File: config.mk
export PLATFORM = sky130hd
export DESIGN_NAME = phy_strap_config_decoder
export DESIGN_NICKNAME = d
export VERILOG_FILES = /design/src/common/strap_cfg_pkg.sv /design/src/hw/phy_strap_config_decoder.sv /design/src/hw/strap_pin_filter.sv
export SDC_FILE = /design/constraint.sdc
export NUM_CORES = 1
export LEC_CHECK = 0
export BUFFER_PORTS_ARGS = -buffer_cell sky130_fd_sc_hd__buf_2
export CAP_MARGIN = 0
export CORE_MARGIN = 4
export CORE_UTILIZATION = 40
export CTS_BUF_LIST = sky130_fd_sc_hd__clkbuf_8 sky130_fd_sc_hd__clkbuf_16
export CTS_CLUSTER_SIZE = 10
export DETAILED_ROUTE_END_ITERATION = 10
export PLACE_DENSITY = 0.62
export SETUP_SLACK_MARGIN = 0.3
export SLEW_MARGIN = 20
export SYNTH_ARGS = -nofsm -noshare
export SYNTH_HDL_FRONTEND = slang
export SYNTH_SLANG_ARGS = --single-unit
File: constraint.sdc
create_clock -name CLK -period 2.4 [get_ports CLK]
set_clock_uncertainty 0.1 [all_clocks]
set_input_delay 0.12 -clock CLK [delete_from_list [all_inputs] [get_ports CLK]]
set_output_delay 0.12 -clock CLK [all_outputs]
set_load 0.03 [all_outputs]
File: src/common/strap_cfg_pkg.sv
// Constants, types and strap decoding for the strap configuration decoder.
// Assumes strap pins arrive as level codes from the pin comparators.
// Operation
// - Read two four-level straps shared with link-status and LED pins.
// - Three strap pairs advertise all speeds; one adds extras, one power-down.
// - Other pairs advertise 10FD/100FD, 100FD, or force 10FD, 100HD, 100FD.
// - First five combinations enable autonegotiation; last three force speed.
// - Without power-down strap, attempt link immediately after reset.
// - With power-down strap, stay powered down until host clears the bit.
// - Host setting the power-down bit enters power-down at any time.
// - Host may override autoneg enable and advertised abilities.
// - Downspeed falls back to 10 after failed attempts at highest speed.
// - Host overrides downspeed enable bit and retry count field.
// - Energy-detect power-down enters low power when no energy seen.
// - EEE enabled and partner-advertised allows low power idle when idle.
// - Crossover strap: manual MDI, manual MDIX, auto prefer MDIX, auto prefer MDI.
// - Auto crossover resolves wiring itself; manual holds wiring fixed.
// - Auto crossover tries preferred wiring first.
// - Host overrides crossover via auto enable and manual crossed bits.
// - Interface straps select RGMII both delays, RGMII rx delay, MII, RMII.
// - Unstrapped interface pins default to RGMII with both delays.
// - Host reselects interface and clock delays through configuration registers.
package strap_cfg_pkg;

  // Four-level strap codes
  localparam logic [1:0] MODE_1 = 2'h0;
  localparam logic [1:0] MODE_2 = 2'h1;
  localparam logic [1:0] MODE_3 = 2'h2;
  localparam logic [1:0] MODE_4 = 2'h3;

  // Register offsets
  localparam logic [15:0] BASIC_CONTROL_ADDR    = 16'h0000;
  localparam logic [15:0] AUTONEG_ADVERTISEMENT_ADDR      = 16'h0004;
  localparam logic [15:0] PHY_CONTROL_ONE_ADDR  = 16'h0012;
  localparam logic [15:0] PHY_CONTROL_TWO_ADDR  = 16'h0016;
  localparam logic [15:0] PHY_CONTROL_THREE_ADDR = 16'h0017;
  localparam logic [15:0] RGMII_CONFIG_ADDR     = 16'hff23;
  localparam logic [15:0] REDUCED_IF_CONFIG_ADDR = 16'hff24;

  // Field positions
  localparam int BC_SPEED_BIT   = 13;
  localparam int BC_AUTONEG_BIT = 12;
  localparam int BC_PD_BIT      = 11;
  localparam int BC_DUPLEX_BIT  = 8;
  localparam int ADV_LO_BIT     = 5;
  localparam int ADV_HI_BIT     = 8;
  localparam int AUTO_XOVER_BIT = 10;
  localparam int MAN_CROSSED_BIT = 9;
  localparam int FALLBACK_BIT   = 10;
  localparam int RETRY_LO_BIT   = 10;
  localparam int RETRY_HI_BIT   = 12;
  localparam int RGMII_EN_BIT   = 0;
  localparam int TX_DLY_BIT     = 1;
  localparam int RX_DLY_BIT     = 2;
  localparam int RMII_EN_BIT    = 0;

  // Writable masks and fixed fields
  localparam logic [15:0] BASIC_CONTROL_MASK = 16'h3900;
  localparam logic [15:0] AUTONEG_ADVERTISEMENT_MASK   = 16'h01e0;
  localparam logic [15:0] ADV_SELECTOR       = 16'h0001;
  localparam logic [15:0] CTRL_ONE_MASK      = 16'h0600;
  localparam logic [15:0] CTRL_TWO_MASK      = 16'h0400;
  localparam logic [15:0] CTRL_THREE_MASK    = 16'h1c00;
  localparam logic [15:0] RGMII_MASK         = 16'h0007;
  localparam logic [15:0] RMII_MASK          = 16'h0001;
  localparam logic [2:0]  DEFAULT_RETRY      = 3'h4;

  // Advertisement vector order: {100FD, 100HD, 10FD, 10HD}
  localparam logic [3:0] ADV_ALL      = 4'hf;
  localparam logic [3:0] ADV_FD_BOTH  = 4'ha;
  localparam logic [3:0] ADV_100FD    = 4'h8;
  localparam logic [3:0] ADV_NONE     = 4'h0;
  localparam logic [3:0] ADV_100_MASK = 4'hc;
  localparam logic [3:0] ADV_10_MASK  = 4'h3;

  // Host interface modes
  typedef enum logic [1:0] {
    IF_RGMII = 2'h0,
    IF_MII   = 2'h1,
    IF_RMII  = 2'h2
  } host_if_t;

  typedef struct packed {
    logic       autoneg;
    logic [3:0] adv;
    logic       speed100;
    logic       full_duplex;
    logic       pd_after_reset;
    logic       downspeed;
    logic       energy_detect_powerdown;
    logic       eee;
  } strap_cfg_t;

  typedef struct packed {
    logic [1:0] cfg_hi;
    logic [1:0] cfg_lo;
    logic [1:0] xover;
    logic       if_hi;
    logic       if_lo;
  } strap_pins_t;

  // Speed/duplex strap pair decode; unlisted pairs advertise everything
  function automatic strap_cfg_t decode_speed(input logic [1:0] hi, input logic [1:0] lo);
    strap_cfg_t c;
    c = '{autoneg: 1'b1, adv: ADV_ALL, speed100: 1'b1, full_duplex: 1'b1,
          pd_after_reset: 1'b0, downspeed: 1'b0, energy_detect_powerdown: 1'b0, eee: 1'b0};
    if (hi == MODE_4 && lo == MODE_4) begin
      c.downspeed = 1'b1;
      c.energy_detect_powerdown      = 1'b1;
      c.eee       = 1'b1;
    end else if (hi == MODE_3 && lo == MODE_4) begin
      c.pd_after_reset = 1'b1;
    end else if (hi == MODE_4 && lo == MODE_3) begin
      c.adv = ADV_FD_BOTH;
    end else if (hi == MODE_4 && lo == MODE_1) begin
      c.adv = ADV_100FD;
    end else if (hi == MODE_1 && lo == MODE_2) begin
      c.autoneg  = 1'b0;
      c.adv      = ADV_NONE;
      c.speed100 = 1'b0;
    end else if (hi == MODE_2 && lo == MODE_2) begin
      c.autoneg     = 1'b0;
      c.adv         = ADV_NONE;
      c.full_duplex = 1'b0;
    end else if (hi == MODE_3 && lo == MODE_3) begin
      c.autoneg = 1'b0;
      c.adv     = ADV_NONE;
    end
    return c;
  endfunction : decode_speed

endpackage : strap_cfg_pkg

File: src/hw/phy_strap_config_decoder.sv
// Strap latch, configuration registers and mode resolution of the PHY.
// Assumes the management engine presents register accesses on the mgmt port.
`timescale 1ns/1ps
`default_nettype none
module phy_strap_config_decoder (
  // Clock and reset
  input  wire logic       CLK,
  input  wire logic       SYS_RST,
  // Shared strap and output pins
  input  wire logic [1:0] PHY_STRAP_HI_LEVEL,
  output var  logic       LINK_STATUS_OUT,
  output var  logic       LINK_STATUS_OE,
  input  wire logic [1:0] PHY_STRAP_LO_LEVEL,
  output var  logic       INDICATOR_OUT_ZERO,
  output var  logic       INDICATOR_OE,
  input  wire logic [1:0] CROSSOVER_STRAP_LEVEL,
  output var  logic       GENERAL_CLOCK_OUT,
  output var  logic       GENERAL_CLOCK_OE,
  input  wire logic       HOST_IF_STRAP_HI,
  input  wire logic       HOST_IF_STRAP_LO,
  output var  logic       HOST_IF_PINS_RELEASED,
  // Management register port
  input  wire logic [15:0] MGMT_ADDR,
  input  wire logic [15:0] MGMT_WDATA,
  input  wire logic        MGMT_WE,
  input  wire logic        MGMT_RE,
  output var  logic [15:0] MGMT_RDATA,
  output var  logic        MGMT_RVALID,
  // PHY core status
  input  wire logic       LINK_GOOD,
  input  wire logic       ATTEMPT_FAIL,
  input  wire logic       XOVER_TIMEOUT,
  input  wire logic       ENERGY_DETECT,
  input  wire logic       PARTNER_EEE,
  input  wire logic       TX_IDLE,
  input  wire logic       RX_IDLE,
  // Resolved configuration
  output var  logic       AUTONEG_EN,
  output var  logic [3:0] ADVERTISE,
  output var  logic       FORCE_SPEED_100,
  output var  logic       FORCE_FULL_DUPLEX,
  output var  logic       POWERED_DOWN,
  output var  logic       LINK_ATTEMPT,
  output var  logic       DOWNSPEED_ACTIVE,
  output var  logic       ENERGY_DETECT_POWERDOWN_LOW_POWER,
  output var  logic       EEE_LPI,
  output var  logic       CROSSOVER_AUTO,
  output var  logic       CROSSED_SEL,
  output var  logic [1:0] HOST_IF_MODE,
  output var  logic       RX_CLOCK_DELAY,
  output var  logic       TX_CLOCK_DELAY
);

  typedef enum logic [1:0] {
    ST_RESET  = 2'b00,
    ST_SAMPLE = 2'b01,
    ST_RUN    = 2'b10
  } phase_t;

  phase_t phase_reg;
  phase_t phase_next;

  strap_cfg_pkg::strap_pins_t pins_raw;
  strap_cfg_pkg::strap_pins_t pins_flt;
  strap_cfg_pkg::strap_pins_t pins_reg;
  strap_cfg_pkg::strap_cfg_t  strap_dec;

  logic [15:0] basic_control_reg;
  logic [15:0] autoneg_advertisement_reg;
  logic [15:0] ctrl_one_reg;
  logic [15:0] ctrl_two_reg;
  logic [15:0] ctrl_three_reg;
  logic [15:0] rgmii_reg;
  logic [15:0] rmii_reg;
  logic        energy_detect_powerdown_en_reg;
  logic        eee_en_reg;
  logic [2:0]  fail_cnt_reg;
  logic        gclk_reg;

  assign pins_raw = '{cfg_hi: PHY_STRAP_HI_LEVEL, cfg_lo: PHY_STRAP_LO_LEVEL,
                      xover: CROSSOVER_STRAP_LEVEL, if_hi: HOST_IF_STRAP_HI,
                      if_lo: HOST_IF_STRAP_LO};

  strap_pin_filter #(
    .W ($bits(strap_cfg_pkg::strap_pins_t))
  ) u_pin_filter (
    .CLK   (CLK),
    .PIN   (pins_raw),
    .LEVEL (pins_flt)
  );

  // Phase sequencing
  always_comb begin
    unique case (phase_reg)
      ST_RESET:  phase_next = ST_SAMPLE;
      ST_SAMPLE: phase_next = ST_RUN;
      ST_RUN:    phase_next = ST_RUN;
      default:   phase_next = ST_RESET;
    endcase
  end

  always_ff @(posedge CLK) begin
    if (SYS_RST) begin
      phase_reg <= ST_RESET;
    end else begin
      phase_reg <= phase_next;
    end
  end

  wire latch_now = (phase_reg == ST_RESET) && !SYS_RST;
  wire running   = (phase_reg == ST_RUN);

  // Straps caught once, at the first edge after release
  always_ff @(posedge CLK) begin
    if (SYS_RST) begin
      pins_reg <= '0;
    end else if (latch_now) begin
      pins_reg <= pins_flt;
    end
  end

  assign strap_dec = strap_cfg_pkg::decode_speed(pins_reg.cfg_hi, pins_reg.cfg_lo);

  // Register defaults from the latched straps
  wire        xover_auto    = pins_reg.xover[1];
  wire        xover_crossed = (pins_reg.xover == strap_cfg_pkg::MODE_3) ||
                              (pins_reg.xover == strap_cfg_pkg::MODE_2);
  wire [15:0] bc_default    = (16'(strap_dec.speed100) << strap_cfg_pkg::BC_SPEED_BIT)
                            | (16'(strap_dec.autoneg) << strap_cfg_pkg::BC_AUTONEG_BIT)
                            | (16'(strap_dec.pd_after_reset) << strap_cfg_pkg::BC_PD_BIT)
                            | (16'(strap_dec.full_duplex) << strap_cfg_pkg::BC_DUPLEX_BIT);
  wire [15:0] adv_default   = (16'(strap_dec.adv) << strap_cfg_pkg::ADV_LO_BIT)
                            | strap_cfg_pkg::ADV_SELECTOR;
  wire [15:0] one_default   = (16'(xover_auto) << strap_cfg_pkg::AUTO_XOVER_BIT)
                            | (16'(xover_crossed) << strap_cfg_pkg::MAN_CROSSED_BIT);
  wire [15:0] two_default   = 16'(strap_dec.downspeed) << strap_cfg_pkg::FALLBACK_BIT;
  wire [15:0] three_default = 16'(strap_cfg_pkg::DEFAULT_RETRY) << strap_cfg_pkg::RETRY_LO_BIT;
  wire        strap_rmii    = pins_reg.if_hi && pins_reg.if_lo;
  wire        strap_rgmii   = !pins_reg.if_lo;
  wire [15:0] rgmii_default = (16'(strap_rgmii) << strap_cfg_pkg::RGMII_EN_BIT)
                            | (16'(strap_rgmii && !pins_reg.if_hi)
                               << strap_cfg_pkg::TX_DLY_BIT)
                            | (16'(strap_rgmii) << strap_cfg_pkg::RX_DLY_BIT);
  wire [15:0] rmii_default  = 16'(strap_rmii) << strap_cfg_pkg::RMII_EN_BIT;

  // Register write decode
  wire wr       = MGMT_WE && running;
  wire wr_bc    = wr && (MGMT_ADDR == strap_cfg_pkg::BASIC_CONTROL_ADDR);
  wire wr_adv   = wr && (MGMT_ADDR == strap_cfg_pkg::AUTONEG_ADVERTISEMENT_ADDR);
  wire wr_one   = wr && (MGMT_ADDR == strap_cfg_pkg::PHY_CONTROL_ONE_ADDR);
  wire wr_two   = wr && (MGMT_ADDR == strap_cfg_pkg::PHY_CONTROL_TWO_ADDR);
  wire wr_three = wr && (MGMT_ADDR == strap_cfg_pkg::PHY_CONTROL_THREE_ADDR);
  wire wr_rgmii = wr && (MGMT_ADDR == strap_cfg_pkg::RGMII_CONFIG_ADDR);
  wire wr_rmii  = wr && (MGMT_ADDR == strap_cfg_pkg::REDUCED_IF_CONFIG_ADDR);

  always_ff @(posedge CLK) begin
    if (SYS_RST) begin
      basic_control_reg <= '0;
      autoneg_advertisement_reg   <= '0;
      ctrl_one_reg      <= '0;
      ctrl_two_reg      <= '0;
      ctrl_three_reg    <= '0;
      rgmii_reg         <= '0;
      rmii_reg          <= '0;
      energy_detect_powerdown_en_reg       <= 1'b0;
      eee_en_reg        <= 1'b0;
    end else if (phase_reg == ST_SAMPLE) begin
      basic_control_reg <= bc_default;
      autoneg_advertisement_reg   <= adv_default;
      ctrl_one_reg      <= one_default;
      ctrl_two_reg      <= two_default;
      ctrl_three_reg    <= three_default;
      rgmii_reg         <= rgmii_default;
      rmii_reg          <= rmii_default;
      energy_detect_powerdown_en_reg       <= strap_dec.energy_detect_powerdown;
      eee_en_reg        <= strap_dec.eee;
    end else begin
      if (wr_bc) begin
        basic_control_reg <= MGMT_WDATA & strap_cfg_pkg::BASIC_CONTROL_MASK;
      end
      if (wr_adv) begin
        autoneg_advertisement_reg <= (MGMT_WDATA & strap_cfg_pkg::AUTONEG_ADVERTISEMENT_MASK)
                         | strap_cfg_pkg::ADV_SELECTOR;
      end
      if (wr_one) begin
        ctrl_one_reg <= MGMT_WDATA & strap_cfg_pkg::CTRL_ONE_MASK;
      end
      if (wr_two) begin
        ctrl_two_reg <= MGMT_WDATA & strap_cfg_pkg::CTRL_TWO_MASK;
      end
      if (wr_three) begin
        ctrl_three_reg <= MGMT_WDATA & strap_cfg_pkg::CTRL_THREE_MASK;
      end
      if (wr_rgmii) begin
        rgmii_reg <= MGMT_WDATA & strap_cfg_pkg::RGMII_MASK;
      end
      if (wr_rmii) begin
        rmii_reg <= MGMT_WDATA & strap_cfg_pkg::RMII_MASK;
      end
    end
  end

  // Register read path
  logic [15:0] rd_mux;
  always_comb begin
    unique case (MGMT_ADDR)
      strap_cfg_pkg::BASIC_CONTROL_ADDR:     rd_mux = basic_control_reg;
      strap_cfg_pkg::AUTONEG_ADVERTISEMENT_ADDR:       rd_mux = autoneg_advertisement_reg;
      strap_cfg_pkg::PHY_CONTROL_ONE_ADDR:   rd_mux = ctrl_one_reg;
      strap_cfg_pkg::PHY_CONTROL_TWO_ADDR:   rd_mux = ctrl_two_reg;
      strap_cfg_pkg::PHY_CONTROL_THREE_ADDR: rd_mux = ctrl_three_reg;
      strap_cfg_pkg::RGMII_CONFIG_ADDR:      rd_mux = rgmii_reg;
      strap_cfg_pkg::REDUCED_IF_CONFIG_ADDR: rd_mux = rmii_reg;
      default:                               rd_mux = '0;
    endcase
  end

  always_ff @(posedge CLK) begin
    if (SYS_RST) begin
      MGMT_RDATA  <= '0;
      MGMT_RVALID <= 1'b0;
    end else begin
      MGMT_RDATA  <= (MGMT_RE && running) ? rd_mux : '0;
      MGMT_RVALID <= MGMT_RE && running;
    end
  end

  // Effective configuration
  wire       pd_bit      = basic_control_reg[strap_cfg_pkg::BC_PD_BIT];
  wire       an_bit      = basic_control_reg[strap_cfg_pkg::BC_AUTONEG_BIT];
  wire [3:0] adv_bits    = autoneg_advertisement_reg[strap_cfg_pkg::ADV_HI_BIT:strap_cfg_pkg::ADV_LO_BIT];
  wire       attempt     = running && !pd_bit;
  wire       multi_speed = |(adv_bits & strap_cfg_pkg::ADV_100_MASK)
                        && |(adv_bits & strap_cfg_pkg::ADV_10_MASK);
  wire       fallback_en = ctrl_two_reg[strap_cfg_pkg::FALLBACK_BIT];
  wire [2:0] retry_lim   = ctrl_three_reg[strap_cfg_pkg::RETRY_HI_BIT:strap_cfg_pkg::RETRY_LO_BIT];
  wire       ds_arm      = attempt && an_bit && multi_speed && fallback_en;
  wire [2:0] fail_inc    = fail_cnt_reg + 3'h1;
  wire       auto_x      = ctrl_one_reg[strap_cfg_pkg::AUTO_XOVER_BIT];
  wire       man_x       = ctrl_one_reg[strap_cfg_pkg::MAN_CROSSED_BIT];
  wire       rmii_sel    = rmii_reg[strap_cfg_pkg::RMII_EN_BIT];
  wire       rgmii_sel   = rgmii_reg[strap_cfg_pkg::RGMII_EN_BIT] && !rmii_sel;

  // Downspeed: count failed attempts at the highest advertised speed
  always_ff @(posedge CLK) begin
    if (SYS_RST) begin
      fail_cnt_reg     <= '0;
      DOWNSPEED_ACTIVE <= 1'b0;
    end else if (!ds_arm) begin
      fail_cnt_reg     <= '0;
      DOWNSPEED_ACTIVE <= 1'b0;
    end else if (ATTEMPT_FAIL && !DOWNSPEED_ACTIVE && !LINK_GOOD) begin
      fail_cnt_reg <= fail_inc;
      if (fail_inc >= retry_lim) begin
        DOWNSPEED_ACTIVE <= 1'b1;
      end
    end
  end

  // Crossover: preference reloaded as attempts begin, toggle on each timeout while LINK_GOOD is low
  always_ff @(posedge CLK) begin
    if (SYS_RST) begin
      CROSSED_SEL <= 1'b0;
    end else if (!auto_x || !attempt || !LINK_ATTEMPT) begin
      CROSSED_SEL <= man_x;
    end else if (XOVER_TIMEOUT && !LINK_GOOD) begin
      CROSSED_SEL <= !CROSSED_SEL;
    end
  end

  always_ff @(posedge CLK) begin
    if (SYS_RST) begin
      AUTONEG_EN        <= 1'b0;
      ADVERTISE         <= '0;
      FORCE_SPEED_100   <= 1'b0;
      FORCE_FULL_DUPLEX <= 1'b0;
      POWERED_DOWN      <= 1'b1;
      LINK_ATTEMPT      <= 1'b0;
      ENERGY_DETECT_POWERDOWN_LOW_POWER    <= 1'b0;
      EEE_LPI           <= 1'b0;
      CROSSOVER_AUTO    <= 1'b0;
      HOST_IF_MODE      <= strap_cfg_pkg::IF_RGMII;
      RX_CLOCK_DELAY    <= 1'b0;
      TX_CLOCK_DELAY    <= 1'b0;
    end else begin
      AUTONEG_EN        <= an_bit;
      ADVERTISE         <= DOWNSPEED_ACTIVE ? (adv_bits & strap_cfg_pkg::ADV_10_MASK)
                                            : adv_bits;
      FORCE_SPEED_100   <= basic_control_reg[strap_cfg_pkg::BC_SPEED_BIT];
      FORCE_FULL_DUPLEX <= basic_control_reg[strap_cfg_pkg::BC_DUPLEX_BIT];
      POWERED_DOWN      <= !attempt;
      LINK_ATTEMPT      <= attempt;
      ENERGY_DETECT_POWERDOWN_LOW_POWER    <= attempt && energy_detect_powerdown_en_reg && !ENERGY_DETECT;
      EEE_LPI           <= attempt && eee_en_reg && PARTNER_EEE && LINK_GOOD
                        && TX_IDLE && RX_IDLE;
      CROSSOVER_AUTO    <= auto_x;
      HOST_IF_MODE      <= rmii_sel  ? strap_cfg_pkg::IF_RMII
                         : rgmii_sel ? strap_cfg_pkg::IF_RGMII
                                     : strap_cfg_pkg::IF_MII;
      RX_CLOCK_DELAY    <= rgmii_sel && rgmii_reg[strap_cfg_pkg::RX_DLY_BIT];
      TX_CLOCK_DELAY    <= rgmii_sel && rgmii_reg[strap_cfg_pkg::TX_DLY_BIT];
    end
  end

  // Shared pins return to their output functions once straps are caught
  always_ff @(posedge CLK) begin
    if (SYS_RST) begin
      LINK_STATUS_OUT       <= 1'b0;
      LINK_STATUS_OE        <= 1'b0;
      INDICATOR_OUT_ZERO    <= 1'b0;
      INDICATOR_OE          <= 1'b0;
      GENERAL_CLOCK_OUT     <= 1'b0;
      GENERAL_CLOCK_OE      <= 1'b0;
      HOST_IF_PINS_RELEASED <= 1'b0;
      gclk_reg              <= 1'b0;
    end else begin
      gclk_reg              <= !gclk_reg;
      LINK_STATUS_OUT       <= attempt && LINK_GOOD;
      LINK_STATUS_OE        <= running;
      INDICATOR_OUT_ZERO    <= attempt && LINK_GOOD && !(TX_IDLE && RX_IDLE);
      INDICATOR_OE          <= running;
      GENERAL_CLOCK_OUT     <= running && gclk_reg;
      GENERAL_CLOCK_OE      <= running;
      HOST_IF_PINS_RELEASED <= running;
    end
  end

endmodule : phy_strap_config_decoder
`default_nettype wire

File: src/hw/strap_pin_filter.sv
// Three-stage pin synchroniser with agreement filter.
// Assumes pins are asynchronous to CLK; output updates only when the last two stages agree.
`timescale 1ns/1ps
`default_nettype none
module strap_pin_filter #(
  parameter int W = 1
) (
  // Clock
  input  wire logic         CLK,
  // Pin and filtered level
  input  wire logic [W-1:0] PIN,
  output var  logic [W-1:0] LEVEL
);

  logic [W-1:0] meta_reg;
  logic [W-1:0] sync_reg;
  logic [W-1:0] hold_reg;
  wire          agree = (sync_reg == hold_reg);

  // Data path only; strap capture must see pins while reset is held
  always_ff @(posedge CLK) begin
    meta_reg <= PIN;
    sync_reg <= meta_reg;
    hold_reg <= sync_reg;
  end

  always_ff @(posedge CLK) begin
    if (agree) begin
      LEVEL <= hold_reg;
    end
  end

endmodule : strap_pin_filter
`default_nettype wire

==> results of run 1 <==
synth_stat cells, drive strengths merged, types with 2 or more instances:
master	instances	area (µm²)
inv	15	56.3
and2	8	50.1
buf	9	60.1
nor4	6	43.8
o21ai	5	25.0
a21oi	11	58.8
ha	7	87.6
a21boi	2	15.0
nor3	10	55.1
a31oi	4	31.3
xor2	2	17.5
nand2b	4	27.5
a21o	8	60.1
clkbuf	10	37.5
nor3b	6	45.0
and3	8	50.1
nand4	9	56.3
edfxtp	8	240
o21ba	2	20.0
o211ai	2	15.0
nand3	5	25.0
nor2	36	138
nand2	11	41.3
nor2b	13	81.3
a22oi	2	15.0
a211oi	4	30.0
mux2i	21	210
dfxtp	93	1860
xnor2	12	105
routing by layer:
layer	vias up	wire length, µm	global-route usage [%]
li1	1419	-	-
met1	1207	3350	17.3
met2	59	3590	23.2
met3	7	421	4.07
met4	0	79	3.94
met5	-	0	0
metrics by stage:
| step | power, mW | hold slack (ns) | setup slack, ns |
|---|---|---|---|
| final | 3.35 | 0.0194 | 0.466 |
| after global routing | 3.52 | 0.0304 | 0.294 |
| after CTS | 3.38 | 0.00910 | 0.371 |
| after detailed placement | 2.43 | 0.124 | 0.380 |
| after global placement | 2.42 | 0.122 | 0.430 |
| after floorplan | 2.28 | 0.0477 | 0.580 |
worst max path at each step:
stage                                           endpoint  slack (ns)
2_1_floorplan  autoneg_advertisement_reg[7]$_SDFFE_PP0P_        0.58
3_3_place_gp   autoneg_advertisement_reg[8]$_SDFFE_PP0P_        0.43
3_5_place_dp   autoneg_advertisement_reg[7]$_SDFFE_PP0P_        0.38
4_1_cts        autoneg_advertisement_reg[7]$_SDFFE_PP0P_        0.37
5_1_grt        autoneg_advertisement_reg[8]$_SDFFE_PP0P_        0.29
6_report       autoneg_advertisement_reg[7]$_SDFFE_PP0P_        0.47
report_power, final:
group	internal [mW]	switching [mW]	leakage, nW
clock	0.374	0.557	0.0906
sequential	1.81	0.0707	0.837
combinational	0.235	0.301	1.16
repair_timing:
action,in CTS,in global routing
resized for setup,0,3
endpoints found under the hold margin,21,0
hold buffers,22,0
setup endpoints to repair,0,7
layout make-up:
cell class	count	area, µm²
Clock inverter	7	43.8
Sequential cell	101	2100
Tap cell	108	135
Timing Repair Buffer	109	663
Multi-Input combinational cell	219	1510
Clock buffer	9	124
Inverter	15	56.3
Fill cell	830	4260
worst max-delay path: stages (launching register included):
cell     delay, ns
dfxtp_1       0.35
inv_1         0.07
ha_1          0.23
and2_1        0.20
and4_1        0.28
a31oi_4       0.33
mux2i_1       0.22
nor2_1        0.05
cells by family after synthesis:
family / after synthesis / share of synthesized area [%]
simple gates: 124 / 18.4
flops: 101 / 56.3
compound gates: 48 / 9.52
buf+inv: 34 / 4.12
mux: 22 / 5.93
xor+xnor: 14 / 3.29
fa+ha+maj: 7 / 2.35
other cells: 1 / 0.100
==> results_dict.tcl, run 1 <==
set metrics [dict create \
    grt-ovfl-total 0 \
    vias 2692 \
    period_minus_slack_ns 1.93 \
    tightest_slew_ns 0.659 \
    clockBufferDepth 2 \
    synth_cells 351 \
    ys_ff_latch 101 \
    place_inst 530 \
    reg2reg_slack_ns 0.47 \
    dieArea_mm2 0.0109 \
    layout-drive-gt1-share_pct 25.4 \
    die_y_um 105 \
    final_cells 568 \
    grtUsageTotal_pct 13.8 \
    nets 513 \
    hpwl_um 5560 \
    ctsRootBufferMaster "clkbuf_8" \
    slew_headroom_pct 55.7 \
    avgSynthCellArea_um2 10.6 \
    syn2layout_area_growth_pct 24.1 \
    fmax_mhz 517 \
    antenna_left 0 \
    viasPerCell 4.74 \
    status "finished, final reports clean" \
    cts_sinks 101 \
    finalHoldViolCount 0 \
    gp_congestion 0.792 \
    initial_core_util_pct 42.0 \
    r2r-start "phase_reg[0]$_SDFF_PP0_" \
    critPathLaunchType "register" \
    rsz0062_at_grt "false" \
    r2r-end "autoneg_advertisement_reg[7]$_SDFFE_PP0P_" \
    diodes 0 \
    wl_um 7440 \
    rows 34 \
    path_clk_slew_ns 0.09 \
    cp-end-kind "register" \
    drc 0 \
    synth_edf_count 8 \
    grt_max_degree 35 \
    hold_path_end "rmii_reg[0]$_SDFFE_PP0P_" \
    synth_ff_type "dfxtp_1" \
    synth.distinct_cells 55 \
    grt_pass1_wl_um 12400 \
    finalCritPeriodShare_pct 80.6 \
    hold_path_class "primary input to register" \
    seq_area_frac_synth_pct 56.3 \
    wire_per_inst_um 13.1 \
    r2r.worst_path.cells 7 \
    final_common_cell "dfxtp_1" \
    min-delay-start "MGMT_WDATA[0]" \
    dr.first_iter.drc_count 81 \
    maxSlewViolCount 0 \
    layout_common_cells "dfxtp_1 (93), buf_2 (84), nor2_1 (35), dlygate4sd3_1 (22), mux2i_1 (21)" \
    design.core.area_mm2 0.00889 \
    tns_ns 0 \
    first_global_vias 2559 \
    fin_area_mm2 0.00463 \
    critical_path.startpoint "phase_reg[0]$_SDFF_PP0_" \
    critPathKind "register to register" \
    h-tree-depth 3 \
    p_leak_nw 2.08 \
    io_buffer_count 84 \
    cts_tree "yes" \
    postCtsSetupBuffers 0 \
    post_dp_cell_area_mm2 0.00422 \
    netlist_area_mm2 0.00373 \
    cap_viol_max_count 0 \
    fp.dieW_um 105 \
    largest_reg_flops 12 \
    setup_viol 0 \
    yosysWarnings 0 \
    vdd.ir_drop.worst_uv 375 \
    clk_latency_ns 0.34 \
    regMostFlops "MGMT_RDATA" \
    crit_required_ns 2.53 \
    firstDrtPassIters 4 \
    power_density_mw_per_mm2 722 \
    antenna_found_initial 0 \
    ios 93 \
    cp_max_fo 7 \
    ys_async_sr_fraction_pct 0 \
    whs_path_depth 3 \
    cp.arrival_ns 2.07 \
    utilization_pct 52.1 \
    numCtsBuffers 9 \
]
Note: power is estimated with default switching activity, not from simulation.
==> run 2, diff against run 1 <==
--- a/config.mk
+++ b/config.mk
@@ -12,7 +12,7 @@
 export CTS_BUF_LIST = sky130_fd_sc_hd__clkbuf_8 sky130_fd_sc_hd__clkbuf_16
 export CTS_CLUSTER_SIZE = 10
 export DETAILED_ROUTE_END_ITERATION = 10
-export PLACE_DENSITY = 0.62
+export PLACE_DENSITY = 0.64
 export SETUP_SLACK_MARGIN = 0.3
 export SLEW_MARGIN = 20
 export SYNTH_ARGS = -nofsm -noshare
==> constraint.sdc (replaced) <==
create_clock -name CLK -period 1.7 [get_ports CLK]
set_clock_uncertainty 0.1 [all_clocks]
set_input_delay 0.085 -clock CLK [delete_from_list [all_inputs] [get_ports CLK]]
set_output_delay 0.085 -clock CLK [all_outputs]
set_load 0.03 [all_outputs]
==> run 2 against run 1 <==
First-iteration DRC count is 12% higher. Final cell count is 6.3% higher. Fmax is 18% higher. Non-clock buffer count is 36 higher. Combinational power is 94% higher. Sequential cell count stayed put. Count of clock-buffer cells in the layout is 2 higher. Sequential power is 42% higher. Hold slack worse by 0.011 ns. Via count is 8.5% higher.
==> results_dict.tcl, run 2 (same netlist as run 1, synthesis figures left out) <==
set metrics [dict create \
    r2r.worst_path.cells 9 \
    period_minus_slack_ns 1.64 \
    maxSlewViolCount 0 \
    clockBufferDepth 2 \
    grt_max_degree 26 \
    dr.first_iter.drc_count 91 \
    layout_common_cells "dfxtp_1 (86), buf_2 (84), nor2_1 (32), buf_4 (26), dlygate4sd3_1 (24)" \
    power_density_mw_per_mm2 1000 \
    viasPerCell 4.83 \
    firstDrtPassIters 4 \
    setup_viol 0 \
    path_clk_slew_ns 0.10 \
    tns_ns 0 \
    numCtsBuffers 9 \
    wl_met1_um 3430 \
    cts_sinks 101 \
    clk_latency_ns 0.36 \
    antenna_left 0 \
    vias 2920 \
    rsz0062_at_grt "true" \
    die_y_um 105 \
    wl_um 8320 \
    grtUsageTotal_pct 15.4 \
    finalHoldViolCount 0 \
    top_layer "met4" \
    vdd.ir_drop.worst_uv 583 \
    tightest_slew_ns 0.603 \
    antenna_found_initial 0 \
    fp.dieW_um 105 \
    first_global_vias 2865 \
    grt_pass1_wl_um 13700 \
    critPathBufInv 3 \
    utilization_pct 59.1 \
    io_buffer_count 84 \
    cp_max_fo 3 \
    critPathKind "register to register" \
    cp-end-kind "register" \
    whs_ns 0.00843 \
    fmax_mhz 610 \
    place_inst 543 \
    status "finished, final reports clean" \
    gp_congestion 0.850 \
    dieArea_mm2 0.0109 \
    slowest_stage "dfxtp_2" \
    layout-drive-gt1-share_pct 39.9 \
    drc 0 \
    final_common_cell "dfxtp_1" \
    cts_tree "yes" \
    r2r-end "MGMT_RDATA[6]$_SDFF_PP0_" \
    syn2layout_area_growth_pct 40.7 \
    critical_path.startpoint "phase_reg[0]$_SDFF_PP0_" \
    slew_headroom_pct 59.4 \
    crit_required_ns 1.92 \
    final_cells 604 \
    regMostFlops "MGMT_RDATA" \
    p_leak_nw 2.34 \
    hpwl_um 5880 \
    h-tree-depth 3 \
    finalCritPeriodShare_pct 96.5 \
    critPathTopFamily "simple AND/OR/NAND/NOR gates" \
    design.core.area_mm2 0.00889 \
    reg2reg_slack_ns 0.06 \
    initial_core_util_pct 42.0 \
    hold_path_class "primary input to register" \
    setup.worst_path.end "MGMT_RDATA[6]$_SDFF_PP0_" \
    ios 93 \
    ctsRootBufferMaster "clkbuf_8" \
    cap_viol_max_count 0 \
    grt-ovfl-total 0 \
    critPathLaunchType "register" \
    crit_chain "inv_2 -> ha_4 -> nor2b_4 -> nand2_4 -> buf_4 -> buf_6 -> nor2_4 -> and3_4 -> and2_4" \
    rows 34 \
    cp.depth 9 \
    wire_per_inst_um 13.8 \
    largest_reg_flops 12 \
    diodes 0 \
    wl_met3_um 568 \
    cp_slowest_stage_delay_ns 0.33 \
    r2r-start "phase_reg[0]$_SDFF_PP0_" \
    nets 549 \
    cp.arrival_ns 1.86 \
    wl_met2_um 4170 \
]
run 2: changes by cell type in the layout (fill, tap and decap cells not counted), sizes merged:
cell | previous run | this run
buf | 87 | 121
clkinv | 4 | 1
clkbuf | 9 | 11
dlygate4sd3 | 22 | 24
bufinv | 0 | 1
clkinvlp | 1 | 0
inv | 17 | 18
run 2: timing repair:
action,4_1_cts,5_1_grt
pin swaps,29,16
endpoints found under the setup margin,31,45
setup buffers,10,11
hold buffers,24,0
endpoints found under the hold margin,24,0
resized for setup,30,31
run 2: layout make-up:
class / instances / area, µm²
inverter: 15 / 56.3
fill: 739 / 3640
sequential: 101 / 2110
clock inverter: 5 / 57.6
tap: 108 / 135
multi-input combinational: 219 / 1760
timing repair buffer: 145 / 983
clock buffer: 11 / 151
run 2: power by group:
group	internal [mW]	leakage [nW]	total, mW	switching, mW
Combinational	0.525	1.39	1.04	0.512
Sequential	2.56	0.839	2.67	0.112
Clock	0.765	0.112	1.56	0.795
Total	3.85	2.34	5.26	1.42
run 2: layer usage:
| layer | GRT usage (%) | vias up |
|---|---|---|
| met1 | 18.4 | 1315 |
| met4 | 5.72 | 0 |
| li1 | - | 1495 |
| met2 | 26.6 | 92 |
| met3 | 4.07 | 18 |
| met5 | 0 | - |
run 2: how the worst min path moves through the flow:
| stage | startpoint | to | cells after the start |
|---|---|---|---|
| 2_1_floorplan | HOST_IF_STRAP_LO | u_pin_filter.meta_reg[0]$_DFF_P_ | 0 |
| 3_3_place_gp | HOST_IF_STRAP_LO | u_pin_filter.meta_reg[0]$_DFF_P_ | 1 |
| 3_5_place_dp | PHY_STRAP_HI_LEVEL[0] | u_pin_filter.meta_reg[6]$_DFF_P_ | 1 |
| 4_1_cts | MGMT_ADDR[11] | MGMT_RDATA[10]$_SDFF_PP0_ | 4 |
| 5_1_grt | MGMT_ADDR[3] | MGMT_RDATA[9]$_SDFF_PP0_ | 3 |
| 6_report | MGMT_ADDR[11] | MGMT_RDATA[10]$_SDFF_PP0_ | 4 |
run 2: metrics by stage:
stage	worst slack (ns)	cell area (µm²)	total power, mW
final	0.0598	5250	5.26
after global routing	-0.0420	5250	5.54
after CTS	0.0773	5060	5.20
after detailed placement	0.0331	4400	3.50
after global placement	0.0658	4400	3.49
after floorplan	0.142	3830	3.26
run 2: worst reg2reg max path, delay by kind of cell (launching register included):
kind	cells	cell delay, ns
simple gates	5	0.71
flops	1	0.33
buf+inv	3	0.31
fa+ha+maj	1	0.15
